$ cat src/hw/aub_pkg.sv
// Shared constants and types for the serial port with transmit path and baud measurement
package aub_pkg;

   // ************************************************************
   // Register offsets
   // ************************************************************
   localparam logic [3:0] A_INT_GLOBAL = 4'h0;
   localparam logic [3:0] A_PER_FLAGS  = 4'h1;
   localparam logic [3:0] A_PER_ENA    = 4'h2;
   localparam logic [3:0] A_PER_PRIO   = 4'h3;
   localparam logic [3:0] A_RX_STAT    = 4'h4;
   localparam logic [3:0] A_TX_BUF     = 4'h5;
   localparam logic [3:0] A_TX_STAT    = 4'h6;
   localparam logic [3:0] A_BAUD_CTL   = 4'h7;
   localparam logic [3:0] A_DIV_HI     = 4'h8;
   localparam logic [3:0] A_DIV_LO     = 4'h9;
   localparam logic [3:0] A_RX_BUF     = 4'hA;

   // ************************************************************
   // Field positions
   // ************************************************************
   localparam int unsigned B_RX_FLAG   = 5;
   localparam int unsigned B_TX_FLAG   = 4;
   localparam int unsigned B_PORT_EN   = 7;
   localparam int unsigned B_CSRC      = 7;
   localparam int unsigned B_TX9       = 6;
   localparam int unsigned B_TRANSMIT_ENABLE      = 5;
   localparam int unsigned B_SYNC      = 4;
   localparam int unsigned B_SENDB     = 3;
   localparam int unsigned B_HISPEED   = 2;
   localparam int unsigned B_SR_EMPTY  = 1;
   localparam int unsigned B_NINTH_TRANSMIT_BIT      = 0;
   localparam int unsigned B_OVF       = 7;
   localparam int unsigned B_SCKP      = 4;
   localparam int unsigned B_WIDE      = 3;
   localparam int unsigned B_WAKE      = 1;
   localparam int unsigned B_ABD_EN    = 0;

   // ************************************************************
   // Reset values
   // ************************************************************
   localparam logic [7:0]  RST_BYTE    = 8'h00;
   localparam logic [15:0] RST_DIV     = 16'h0000;

   // ************************************************************
   // Counts
   // ************************************************************
   localparam int unsigned PRE_SLOW    = 64;
   localparam int unsigned PRE_MID     = 16;
   localparam int unsigned PRE_FAST    = 4;
   localparam int unsigned ABD_SCALE   = 8;
   localparam int unsigned ABD_EDGES   = 5;
   localparam logic [3:0]  FRAME_9BIT  = 4'hA;
   localparam logic [3:0]  FRAME_8BIT  = 4'h9;
   localparam logic [15:0] DIV_MAX     = 16'hFFFF;

   typedef enum logic [2:0] {
      AB_OFF,
      AB_BREAK,
      AB_START,
      AB_FIRST,
      AB_COUNT
   } aub_ab_t;

endpackage

$ cat src/hw/aub_tx_if.sv
// Link between the register core and the transmit shifter
`timescale 1ns/1ps
interface aub_tx_if;
   logic       run;
   logic       tick;
   logic       load;
   logic [8:0] data;
   logic       nine;
   logic       idle;
   logic       line;

   modport ctl (output run, output tick, output load, output data, output nine,
                input idle, input line);
   modport sh  (input run, input tick, input load, input data, input nine,
                output idle, output line);
endinterface

$ cat src/hw/aub_sync.sv
// Three-stage synchroniser with agreement filter for an outside pin
`timescale 1ns/1ps
module aub_sync (
   input  wire logic mclk_i,   // Clock
   input  wire logic rst_i,    // Async reset, high
   input  wire logic pin_i,    // Raw pin
   output logic      level_o   // Filtered level
);

   typedef struct packed {
      logic [2:0] ff;
      logic       lvl;
   } aub_sync_st_t;

   aub_sync_st_t q;
   aub_sync_st_t d;

   always_comb begin
      d = q;
      d.ff = {q.ff[1:0], pin_i};
      // First stage feeds only the second
      if (q.ff[1] == q.ff[2]) begin
         d.lvl = q.ff[2];
      end
   end

   always_ff @(posedge mclk_i or posedge rst_i) begin
      if (rst_i) begin
         q <= '{ff: 3'h7, lvl: 1'b1};
      end else begin
         q <= d;
      end
   end

   assign level_o = q.lvl;
endmodule

$ cat src/hw/aub_tx.sv
// Transmit shift register: start, data LSB first, optional ninth bit, stop
`timescale 1ns/1ps
module aub_tx (
   input  wire logic mclk_i,   // Clock
   input  wire logic rst_i,    // Async reset, high
   aub_tx_if.sh      t         // Shifter side of link
);

   typedef struct packed {
      logic [9:0] sh;
      logic [3:0] left;
      logic       busy;
      logic       line;
   } aub_tx_st_t;

   aub_tx_st_t q;
   aub_tx_st_t d;

   always_comb begin
      d = q;
      if (!t.run) begin
         d.busy = 1'b0;
         d.line = 1'b1;
         d.left = 4'h0;
      end else if (t.load && !q.busy) begin
         d.busy = 1'b1;
         d.line = 1'b0;                                    // RULE_23
         d.sh   = t.nine ? {1'b1, t.data} : {2'b11, t.data[7:0]}; // RULE_24
         d.left = t.nine ? aub_pkg::FRAME_9BIT : aub_pkg::FRAME_8BIT; // RULE_12
      end else if (q.busy && t.tick) begin
         if (q.left == 4'h0) begin
            d.busy = 1'b0;                                 // RULE_16
         end else begin
            d.line = q.sh[0];                              // RULE_13
            d.sh   = {1'b1, q.sh[9:1]};
            d.left = q.left - 4'h1;
         end
      end
   end

   always_ff @(posedge mclk_i or posedge rst_i) begin
      if (rst_i) begin
         q <= '{sh: 10'h3FF, left: 4'h0, busy: 1'b0, line: 1'b1};
      end else begin
         q <= d;
      end
   end

   assign t.idle = ~q.busy;
   assign t.line = q.line;

   start_low_a: assert property (@(posedge mclk_i) disable iff (rst_i) // RULE_23
      (t.run && t.load && !q.busy) |=> (!q.line && q.busy))
      else $error("start bit not driven low after load");

   idle_high_a: assert property (@(posedge mclk_i) disable iff (rst_i) // RULE_23
      !q.busy |-> q.line)
      else $error("idle line not high");

   stop_end_a: assert property (@(posedge mclk_i) disable iff (rst_i) // RULE_16
      (t.run && q.busy && t.tick && q.left == 4'h0) |=> (!q.busy && q.line))
      else $error("shifter not empty after stop bit");
endmodule

$ cat src/hw/aub_top.sv
// Serial port core: registers, baud generator, baud measurement, transmit buffer
//
// Notes on behaviour
// RULE_01: Measure only in async mode, wake clear.
// RULE_02: Enable clears counter, then awaits start bit.
// RULE_03: Remote sends 55h calibration character.
// RULE_04: Count from first rise; fifth rise ends.
// RULE_05: Rollover sets sticky overflow; measurement continues.
// RULE_06: Counter runs at one eighth baud clock.
// RULE_07: Counter clock osc/512, /128 or /32.
// RULE_08: Both divider bytes count as 16 bits.
// RULE_09: Receiver held idle; flag set at end.
// RULE_10: With wake enable, measure after break.
// RULE_11: No buffer writes while measuring.
// RULE_12: Async frame: start, 8/9 data, stop.
// RULE_13: LSB first; shared format and rate.
// RULE_14: Baud clock sixteen or sixty-four times; code also uses four times when wide and high speed are both set.
// RULE_15: No hardware parity; ninth bit from software.
// RULE_16: Shifter reloads only after stop bit.
// RULE_17: One-cycle transfer sets buffer-empty flag.
// RULE_18: Empty flag ignores enable, not writable.
// RULE_19: Empty flag valid two cycles after load.
// RULE_20: Shifter-empty bit readable, no interrupt.
// RULE_21: Transmit enable sets buffer-empty flag.
// RULE_22: Setup first; buffer write starts sending.
// RULE_23: Line idles high, start low, stop high.
// RULE_24: Ninth bit after bit 7, before stop.
`timescale 1ns/1ps
module aub_top #(
   parameter int unsigned EDGE_COUNT = aub_pkg::ABD_EDGES  // Rising edges per measurement
) (
   input  wire logic       mclk_i,     // Oscillator clock
   input  wire logic       rst_i,      // Async reset, high
   input  wire logic [3:0] addr_i,     // Register address
   input  wire logic [7:0] wdata_i,    // Write data
   input  wire logic       wr_i,       // Write strobe
   input  wire logic       rd_i,       // Read strobe
   output logic      [7:0] rdata_o,    // Read data, cycle after strobe
   input  wire logic       rx_i,       // Receive pin
   input  wire logic       rx_done_i,  // Receiver finished a character
   input  wire logic [7:0] rx_data_i,  // Receiver data byte
   output logic            rx_hold_o,  // Hold receiver idle
   output logic            tx_o        // Transmit pin
);

   // ************************************************************
   // Parameter check
   // ************************************************************
   if (EDGE_COUNT < 2 || EDGE_COUNT > 7) begin : g_bad_edges
      $error("EDGE_COUNT must lie in 2..7");
   end

   localparam logic [2:0] EDGE_LAST = 3'(EDGE_COUNT - 1);

   // ************************************************************
   // State
   // ************************************************************
   typedef struct packed {
      logic [7:0]      interrupt_global_control;
      logic [7:0]      pflags;
      logic [7:0]      pena;
      logic [7:0]      pprio;
      logic            port_enable;
      logic [6:0]      rxs_lo;
      logic [7:0]      txbuf;
      logic            txfull;
      logic            txflag;
      logic            csrc;
      logic            tx9;
      logic            transmit_enable;
      logic            sync;
      logic            sendb;
      logic            high_speed_select;
      logic            ninth_transmit_bit;
      logic            ovf;
      logic            sckp;
      logic            wide_divider_select;
      logic            wake_on_break_enable;
      logic            autobaud_enable;
      logic [15:0]     div;
      logic [8:0]      pre;
      logic [15:0]     bcnt;
      aub_pkg::aub_ab_t ab;
      logic [2:0]      edges;
      logic            rxl;
      logic            rcflag;
      logic [7:0]      rdata;
      logic            hold;
      logic            load;
      logic            tick;
      logic [8:0]      ldata;
      logic            lnine;
   } aub_top_st_t;

   aub_top_st_t q;
   aub_top_st_t d;

   logic       rx_lvl;
   logic       rise;
   logic       fall;
   logic       meas;
   logic [8:0] lim;
   logic [15:0] div_sel;
   logic       set_rc;
   logic       set_ovf;

   aub_tx_if txl ();

   aub_sync u_rx_sync (
      .mclk_i  (mclk_i),
      .rst_i   (rst_i),
      .pin_i   (rx_i),
      .level_o (rx_lvl)
   );

   aub_tx u_tx (
      .mclk_i (mclk_i),
      .rst_i  (rst_i),
      .t      (txl.sh)
   );

   // Prescale limit: bit period uses PRE, measurement uses eight times PRE
   function automatic logic [8:0] pre_limit(input logic wide, input logic fast,
                                             input logic m);
      int unsigned p;
      p = (wide && fast) ? aub_pkg::PRE_FAST :
          (wide || fast) ? aub_pkg::PRE_MID  : aub_pkg::PRE_SLOW;  // RULE_14
      if (m) begin
         p = p * aub_pkg::ABD_SCALE;                                 // RULE_06
      end
      return 9'(p - 1);
   endfunction

   assign rise    = rx_lvl & ~q.rxl;
   assign fall    = ~rx_lvl & q.rxl;
   assign meas    = (q.ab == aub_pkg::AB_COUNT);
   assign lim     = pre_limit(q.wide_divider_select, q.high_speed_select, meas);                // RULE_07
   assign div_sel = q.wide_divider_select ? q.div : {8'h00, q.div[7:0]};

   // ************************************************************
   // Next state
   // ************************************************************
   always_comb begin
      d       = q;
      d.load  = 1'b0;
      d.tick  = 1'b0;
      d.rdata = aub_pkg::RST_BYTE;
      d.rxl   = rx_lvl;
      set_rc  = 1'b0;
      set_ovf = 1'b0;

      // Measurement sequence; frozen in clocked mode
      if (!q.sync) begin                                             // RULE_01
         case (q.ab)
            aub_pkg::AB_OFF: begin
            end
            aub_pkg::AB_BREAK: begin
               if (rise) begin                                       // RULE_10
                  d.wake_on_break_enable = 1'b0;
                  d.ab  = aub_pkg::AB_START;
               end
            end
            aub_pkg::AB_START: begin
               if (fall && !q.wake_on_break_enable) begin                             // RULE_02
                  d.ab = aub_pkg::AB_FIRST;
               end
            end
            aub_pkg::AB_FIRST: begin
               if (rise) begin                                       // RULE_04
                  d.ab    = aub_pkg::AB_COUNT;
                  d.edges = 3'h1;
                  d.pre   = 9'h000;
               end
            end
            aub_pkg::AB_COUNT: begin
               // Relies on a 55h character for edge spacing          // RULE_03
               if (rise) begin
                  if (q.edges == EDGE_LAST) begin                    // RULE_04
                     d.ab    = aub_pkg::AB_OFF;
                     d.autobaud_enable = 1'b0;
                     set_rc  = 1'b1;                                 // RULE_09
                  end else begin
                     d.edges = q.edges + 3'h1;
                  end
               end
            end
            default: begin
               d.ab = aub_pkg::AB_OFF;
            end
         endcase
      end

      // ************************************************************
      // Baud generator
      // ************************************************************
      if (meas) begin
         if (q.pre == lim) begin
            d.pre = 9'h000;
            d.div = q.div + 16'h0001;                                // RULE_08
            if (q.div == aub_pkg::DIV_MAX) begin
               set_ovf = 1'b1;                                       // RULE_05
            end
         end else begin
            d.pre = q.pre + 9'h001;
         end
      end else if (txl.idle && !q.load) begin
         // Restart so the start bit gets a full period
         d.pre  = 9'h000;
         d.bcnt = 16'h0000;
      end else if (q.pre == lim) begin
         d.pre = 9'h000;
         if (q.bcnt == div_sel) begin
            d.bcnt = 16'h0000;
            d.tick = 1'b1;                                           // RULE_13
         end else begin
            d.bcnt = q.bcnt + 16'h0001;
         end
      end else begin
         d.pre = q.pre + 9'h001;
      end

      // ************************************************************
      // Buffer to shifter transfer
      // ************************************************************
      if (q.txfull && txl.idle && !q.load && q.transmit_enable && q.port_enable && !q.sync
          && !q.autobaud_enable) begin                                         // RULE_16
         d.load   = 1'b1;                                            // RULE_17
         d.ldata  = {q.ninth_transmit_bit, q.txbuf};                               // RULE_15
         d.lnine  = q.tx9;
         d.txfull = 1'b0;
      end

      // ************************************************************
      // Register writes
      // ************************************************************
      if (wr_i) begin
         case (addr_i)
            aub_pkg::A_INT_GLOBAL: d.interrupt_global_control = wdata_i;
            aub_pkg::A_PER_FLAGS:  d.pflags = wdata_i;               // RULE_18
            aub_pkg::A_PER_ENA:    d.pena   = wdata_i;
            aub_pkg::A_PER_PRIO:   d.pprio  = wdata_i;
            aub_pkg::A_RX_STAT: begin
               d.port_enable   = wdata_i[aub_pkg::B_PORT_EN];
               d.rxs_lo = wdata_i[6:0];
            end
            aub_pkg::A_TX_BUF: begin
               if (!q.autobaud_enable) begin                                   // RULE_11
                  d.txbuf  = wdata_i;
                  d.txfull = 1'b1;                                   // RULE_22
               end
            end
            aub_pkg::A_TX_STAT: begin
               d.csrc  = wdata_i[aub_pkg::B_CSRC];
               d.tx9   = wdata_i[aub_pkg::B_TX9];
               d.transmit_enable  = wdata_i[aub_pkg::B_TRANSMIT_ENABLE];
               d.sync  = wdata_i[aub_pkg::B_SYNC];
               d.sendb = wdata_i[aub_pkg::B_SENDB];
               d.high_speed_select  = wdata_i[aub_pkg::B_HISPEED];
               d.ninth_transmit_bit  = wdata_i[aub_pkg::B_NINTH_TRANSMIT_BIT];
               if (wdata_i[aub_pkg::B_TRANSMIT_ENABLE] && !q.transmit_enable) begin
                  d.txfull = 1'b0;                                   // RULE_21
               end
            end
            aub_pkg::A_BAUD_CTL: begin
               d.ovf   = wdata_i[aub_pkg::B_OVF];                    // RULE_05
               d.sckp  = wdata_i[aub_pkg::B_SCKP];
               d.wide_divider_select = wdata_i[aub_pkg::B_WIDE];
               d.wake_on_break_enable   = wdata_i[aub_pkg::B_WAKE];
               d.autobaud_enable = wdata_i[aub_pkg::B_ABD_EN];
               if (wdata_i[aub_pkg::B_ABD_EN] && !q.autobaud_enable) begin
                  d.div = aub_pkg::RST_DIV;                          // RULE_02
                  d.ab  = wdata_i[aub_pkg::B_WAKE] ? aub_pkg::AB_BREAK
                                                   : aub_pkg::AB_START; // RULE_10
               end else if (!wdata_i[aub_pkg::B_ABD_EN]) begin
                  d.ab = aub_pkg::AB_OFF;
               end
            end
            aub_pkg::A_DIV_HI: d.div[15:8] = wdata_i;
            aub_pkg::A_DIV_LO: d.div[7:0]  = wdata_i;
            default: begin
            end
         endcase
      end

      // Hardware sets win over software clears
      if (set_ovf) begin
         d.ovf = 1'b1;                                               // RULE_05
      end
      if (rd_i && addr_i == aub_pkg::A_RX_BUF) begin
         d.rcflag = 1'b0;                                            // RULE_09
      end
      if (set_rc || rx_done_i) begin
         d.rcflag = 1'b1;
      end

      // Lags the buffer state by one cycle
      d.txflag = ~q.txfull;                                          // RULE_19
      d.hold   = (d.ab != aub_pkg::AB_OFF);                          // RULE_09

      // ************************************************************
      // Register reads
      // ************************************************************
      if (rd_i) begin
         case (addr_i)
            aub_pkg::A_INT_GLOBAL: d.rdata = q.interrupt_global_control;
            aub_pkg::A_PER_FLAGS:  d.rdata = {q.pflags[7:6], q.rcflag, q.txflag,
                                              q.pflags[3:0]};        // RULE_18
            aub_pkg::A_PER_ENA:    d.rdata = q.pena;
            aub_pkg::A_PER_PRIO:   d.rdata = q.pprio;
            aub_pkg::A_RX_STAT:    d.rdata = {q.port_enable, q.rxs_lo};
            aub_pkg::A_TX_BUF:     d.rdata = q.txbuf;
            aub_pkg::A_TX_STAT:    d.rdata = {q.csrc, q.tx9, q.transmit_enable, q.sync, q.sendb,
                                              q.high_speed_select, txl.idle, q.ninth_transmit_bit}; // RULE_20
            aub_pkg::A_BAUD_CTL:   d.rdata = {q.ovf, 2'b00, q.sckp, q.wide_divider_select, 1'b0,
                                              q.wake_on_break_enable, q.autobaud_enable};
            aub_pkg::A_DIV_HI:     d.rdata = q.div[15:8];
            aub_pkg::A_DIV_LO:     d.rdata = q.div[7:0];
            aub_pkg::A_RX_BUF:     d.rdata = rx_data_i;
            default:               d.rdata = aub_pkg::RST_BYTE;
         endcase
      end
   end

   always_ff @(posedge mclk_i or posedge rst_i) begin
      if (rst_i) begin
         q        <= '0;
         q.rxl    <= 1'b1;
         q.ab     <= aub_pkg::AB_OFF;
      end else begin
         q <= d;
      end
   end

   assign txl.run  = q.transmit_enable & q.port_enable & ~q.sync;                      // RULE_12
   assign txl.tick = q.tick;
   assign txl.load = q.load;
   assign txl.data = q.ldata;
   assign txl.nine = q.lnine;
   assign rdata_o   = q.rdata;
   assign rx_hold_o = q.hold;
   assign tx_o      = txl.line;

   // ************************************************************
   // Checks
   // ************************************************************
   abd_clear_a: assert property (@(posedge mclk_i) disable iff (rst_i) // RULE_02
      (wr_i && addr_i == aub_pkg::A_BAUD_CTL && wdata_i[aub_pkg::B_ABD_EN] && !q.autobaud_enable)
      |=> (q.div == 16'h0000 && q.ab != aub_pkg::AB_COUNT))
      else $error("counter not cleared when measurement armed");

   abd_done_a: assert property (@(posedge mclk_i) disable iff (rst_i) // RULE_04
      (meas && rise && !q.sync && q.edges == EDGE_LAST && !wr_i)
      |=> (!q.autobaud_enable && q.rcflag && q.ab == aub_pkg::AB_OFF))
      else $error("measurement did not end at last rising edge");

   abd_ovf_a: assert property (@(posedge mclk_i) disable iff (rst_i) // RULE_05
      (meas && q.pre == lim && q.div == 16'hFFFF && !wr_i && !rise)
      |=> (q.ovf && q.autobaud_enable && q.div == 16'h0000))
      else $error("rollover not trapped or measurement stopped");

   abd_rate_a: assert property (@(posedge mclk_i) disable iff (rst_i) // RULE_07
      ($past(meas) && !$past(q.wide_divider_select) && !$past(q.high_speed_select) && !$past(wr_i)
       && $changed(q.div)) |-> ($past(q.pre) == 9'h1FF))
      else $error("slow measurement clock not osc/512");

   abd_step_a: assert property (@(posedge mclk_i) disable iff (rst_i) // RULE_08
      (meas && q.pre == lim && !wr_i) |=> (q.div == $past(q.div) + 16'h0001))
      else $error("divider pair did not step as one counter");

   abd_hold_a: assert property (@(posedge mclk_i) disable iff (rst_i) // RULE_09
      meas |=> (rx_hold_o || !q.autobaud_enable))
      else $error("receiver not held idle during measurement");

   flag_late_a: assert property (@(posedge mclk_i) disable iff (rst_i) // RULE_19
      (wr_i && addr_i == aub_pkg::A_TX_BUF && !q.autobaud_enable) |-> ##2 !q.txflag)
      else $error("buffer empty flag still set two cycles after load");

   transmit_enable_flag_a: assert property (@(posedge mclk_i) disable iff (rst_i) // RULE_21
      $rose(q.transmit_enable) |=> q.txflag)
      else $error("transmit enable did not set buffer empty flag");

   xfer_a: assert property (@(posedge mclk_i) disable iff (rst_i) // RULE_17
      (q.load && !$past(wr_i)) |=> q.txflag)
      else $error("transfer did not empty buffer");
endmodule

$ cat config.mk
export PLATFORM = sky130hd
export DESIGN_NAME = aub_top
export DESIGN_NICKNAME = d
export VERILOG_FILES = /design/src/hw/aub_pkg.sv /design/src/hw/aub_tx_if.sv /design/src/hw/aub_sync.sv /design/src/hw/aub_tx.sv /design/src/hw/aub_top.sv
export SDC_FILE = /design/constraint.sdc
export NUM_CORES = 1
export LEC_CHECK = 0
export BUFFER_PORTS_ARGS = -buffer_cell sky130_fd_sc_hd__buf_2
export CAP_MARGIN = 15
export CORE_MARGIN = 3
export CORE_UTILIZATION = 60
export CTS_CLUSTER_SIZE = 14
export DETAILED_ROUTE_END_ITERATION = 6
export PLACE_DENSITY = 0.82
export SYNTH_ARGS = -nofsm -noshare
export SYNTH_HDL_FRONTEND = slang
export SYNTH_SLANG_ARGS = --single-unit
export TNS_END_PERCENT = 100
$ cat constraint.sdc
create_clock -name mclk_i -period 15 [get_ports mclk_i]
set_clock_uncertainty 0.15 [all_clocks]
set_input_delay 3 -clock mclk_i [delete_from_list [all_inputs] [get_ports mclk_i]]
set_output_delay 3 -clock mclk_i [all_outputs]
set_load 0.01 [all_outputs]
; ---- Word-level counts from Yosys, hierarchy flattened
; Index checks and enable logic that the tools add are counted.
[word_totals]
wordCells = 195
ff_bits = 152
output_inout_bits = 10
[op_classes]
bitwise_logic = 11
n_mux = 66
addsub = 6
reduce_logical = 46
eq_ne = 26
[ops]
columns = operator, count
row1 = $mux 16, 8
row2 = $pmux 8 s11, 1
row3 = $mux 9, 4
row4 = $add 16x1->16 const B, 2
row5 = $pmux 8 s2, 2
row6 = $mux 1, 26
row7 = $mux 25, 1
row8 = $mux 3, 8
row9 = $mux 6, 4
row10 = $reduce_and 2->1, 11
row11 = $mux 21, 1
row12 = $eq 16x16->1, 1
row13 = $eq 16x16->1 const B, 1
row14 = $eq 4x3->1 const B, 4
row15 = $pmux 3 s5, 1
row16 = $logic_and 1x1->1, 14
row17 = $mux 14, 1
row18 = $mux 7, 2
row19 = $eq 4x4->1 const B, 3
row20 = $reduce_bool 2->1, 6
row21 = $add 9x1->9 const B, 1
row22 = $eq 9x9->1, 1
row23 = $ne 3x3->1 const B, 3
row24 = $sub 9x1->9 const B, 1
row25 = 24 further kinds, 48

; ---- Logic depth before layout (Yosys ltp)
[logic_depth]
ltp_word = 12
ltp_mapped = 12

; ---- Modules after synthesis
; From an unflattened synthesis, not the netlist that was laid out.
[unflattened]
cells_unflattened = 830
area_unflattened_um2 = 8256.7
[modules_own_cells]
columns = mod, n_inst, area_per_inst_um2, cells_each
row1 = aub_top, 1, 7179.4, 721
row2 = aub_tx, 1, 957.2, 103
row3 = aub_sync, 1, 120.1, 6

; ---- Least setup slack after synthesis
; Ideal clock, no wire load.
[synth_path]
kind = input port to flip-flop
startpoint = input addr_i[2]
endpoint = register q[68] (netlist name)
arrival_time_ns = 4.556
path_slack_ns = 10.159
stages = 6
n_path_buf = 1
required_ns = 14.715
setup_time_ns = 0.135
cell_sequence = clkbuf_1 -> nand2b_1 -> nor3_1 -> o21ai_0 -> a32oi_1 -> o211ai_1
[synth_rtl]
columns = element, line_no
row1 = from (decl), aub_top.sv:34  ; input wire logic [3:0] addr_i,
row2 = to (decl), aub_top.sv:95  ; aub_top_st_t q;

==> metrics <==
outcome complete, no violations; Worst Slack Setup Final ~10000 ps; initial antenna violation count 0; FF-to-FF End q[44]; max-cap viol count 0; Yosys reg bits between 100 and 150; Worst Hold Launch u_rx_sync.d[2]; commonest non-fill, non-tap cell in the layout dfrtp_1; Post-Layout Cell Count a little over 1k; reg2reg start q[72]; Placement Rows a little over 40; PD cells 133.0 mW/mm²; hold path depth 0; die span in x 122.4 µm; clock buffer depth 2; Final Hold Fails 0; global-route wire length before repair ~35 mm; VDD IR max roughly 0.00016 V; Clock Tree Root clkbuf_16; Die ar. about 0.015 mm²; reg2reg setup slack between 10000 and 15000 ps; Crit path max-delay family compound AO/OA/AOI/OAI gates; Max-slew headroom between 30 and 40%; Core ar. around 0.013 mm²; Final min period approximately 5200 ps; r2r worst-path depth 10; Vias/cell ~6.7; vias between 6k and 7k; # setup viols final 0; Avg Cell Area, Syn approximately 9.6 µm²; post-synthesis cell area 0.008128 mm²; Synth Flop Type dfrtp_1; EDFF count, synth 0; CTS H-tree lvls 4; Critical Setup Path Class in2reg; gate count after technology mapping roughly 840; Crit path buffers/inverters 1; placed wire-length estimate around 15 mm; Worst Tran Pin Value between 900 and 1000 ps; final core utilization roughly 69%; Final nets ~900; initial DRC count about 670; diode count 0; Crit Path Max Fanout 26; Crit. End Element flop; GP Congestion 0.9716; class of the worst hold path reg2reg; boundary pin count 36; Total Routing Usage GR 30.71%; CP startpoint kind input port; initial core utilization a little over three fifths; Synth Warn # 0; post-synthesis sequential area ratio a little under half; placed cell count about 1000; Fmax 191.2 MHz; Sink Count roughly 150; Clock Latency Late Sink roughly 430 ps; Final Max Slew Viols 0; unrepaired setup endpoints after global routing no; Hold EP u_rx_sync.d[3]; vias in the first global route between 6k and 7k; Wirelength per Cell between 20 and 25 µm; TritonCTS clock tree built; largest net degree at the start of global routing 77; Post-CTS Resized 0; port bufs 35; arrival time at the worst endpoint about 5400 ps; Setup TNS 0 ps; critical path, cell by cell buf_2 -> nand2b_1 -> nor3_1 -> o21ai_0 -> a32oi_1 -> o211ai_1; gr ovfl total 0; most frequent cells in the layout dfrtp_1, nand2_1, mux2_2, nor2_1; Tcrit/Tclk final 34.88%; crit-path max cell delay just over 700 ps; Pleak approximately 0.0037 µW; area growth from synthesis to layout 9.221%; Synth cell types 73; number of remaining DRC errors 0; Post-CTS Setup Bufs 0; Async S/R FF share, synth 100.0%; Min Hold Slack slightly above 200 ps; post-synth net total ~880; Die Y between 100 and 150 µm; first drt pass iteration count 5; total length of routed wires 22.05 mm; share of layout cells above drive strength 1 roughly 18%; CTS hold repair buffers 0; CP max-delay cell nor3_1; antenna-violating nets left 0; WP data required approximately 15000 ps; post-place setup slack about 9500 ps; Crit. path cell count 6; Num CTS Buffers 17; clock slew at reported path FFs approximately 60 ps
power by group:
group | internal [µW] | leakage, µW | total [µW] | switching (µW)
Combinational | 89.8 | 0.00153 | 200 | 110
Sequential | 469 | 0.00185 | 544 | 74.7
Clock | 255 | 0.000288 | 437 | 182
Total | 813 | 0.00368 | 1180 | 367
metal layers:
metal / part of all wire (%) / up-vias / GRT usage (%)
li1: - / 3054 / -
met5: 0 / - / 0
met2: 49 / 322 / 49.23
met3: 7.5 / 49 / 5.806
met1: 42 / 3394 / 42.59
met4: 2.2 / 0 / 9.797
area by class of cell:
type | instances | area (µm²)
fillers | 1017 | 4050
multi-input cells | 601 | 3983
flip-flops and latches | 149 | 3747
clock buffers | 18 | 439.2
well taps | 172 | 215.2
repair buffers | 38 | 197.7
clock inverters | 14 | 166.4
inverters | 33 | 128.9
how the worst max path moves through the flow:
| stage | from | to |
|---|---|---|
| after floorplan | rst_i | q[100] |
| after global placement | addr_i[2] | q[68] |
| after detailed placement | addr_i[2] | q[68] |
| after CTS | addr_i[2] | q[68] |
| after global routing | addr_i[2] | q[68] |
| final | addr_i[2] | q[68] |
metrics by stage:
step / cell area (µm²) / total power (µW)
after floorplan: 8128 / 677.1
after global placement: 8264 / 726.9
after detailed placement: 8264 / 741.9
after CTS: 8870 / 1179
after global routing: 8877 / 1230
final: 8877 / 1180
synth_stat cells, drive strengths merged (9+ instances only):
cell,count,area share (%)
mux2i,23,2.8
or4,9,0.83
clkbuf,40,1.8
ha,10,1.5
nor2,54,2.5
nand4,14,1.1
mux2,56,7.8
dfstp,15,4.8
a31oi,13,1.0
o21ai,41,2.5
xor2,20,2.2
nand3,35,2.2
o221ai,14,1.5
inv,32,1.5
nand2b,12,0.92
o211ai,12,1.1
a21oi,23,1.4
nor4,11,1.0
nand4b,9,0.97
dfrtp,134,41
nand2,113,5.2
buf,20,1.5
nor3,14,0.86
sequential cells by signal (all words and copies together) (netlist names):
signal and count:
q 109, rdata_o 8, rx_hold_o 1, txl.data 9, txl.load 1, txl.nine 1, txl.tick 1, u_rx_sync.d 2
u_rx_sync.level_o 1, u_rx_sync.q 1, u_tx.q 14, u_tx.t.line 1
cells by family (layout without fill, tap and decap cells):
kind of cell / count (synthesis) / in the layout / share of synthesized area, %
mux: 79 / 79 / 10.59
simple gates: 320 / 320 / 20.03
flops: 149 / 149 / 46.11
xor+xnor: 28 / 28 / 3.017
compound gates: 163 / 163 / 13.70
fa+ha+maj: 11 / 11 / 1.663
buf+inv: 93 / 103 / 4.895
(Power assumes the default switching activity.)
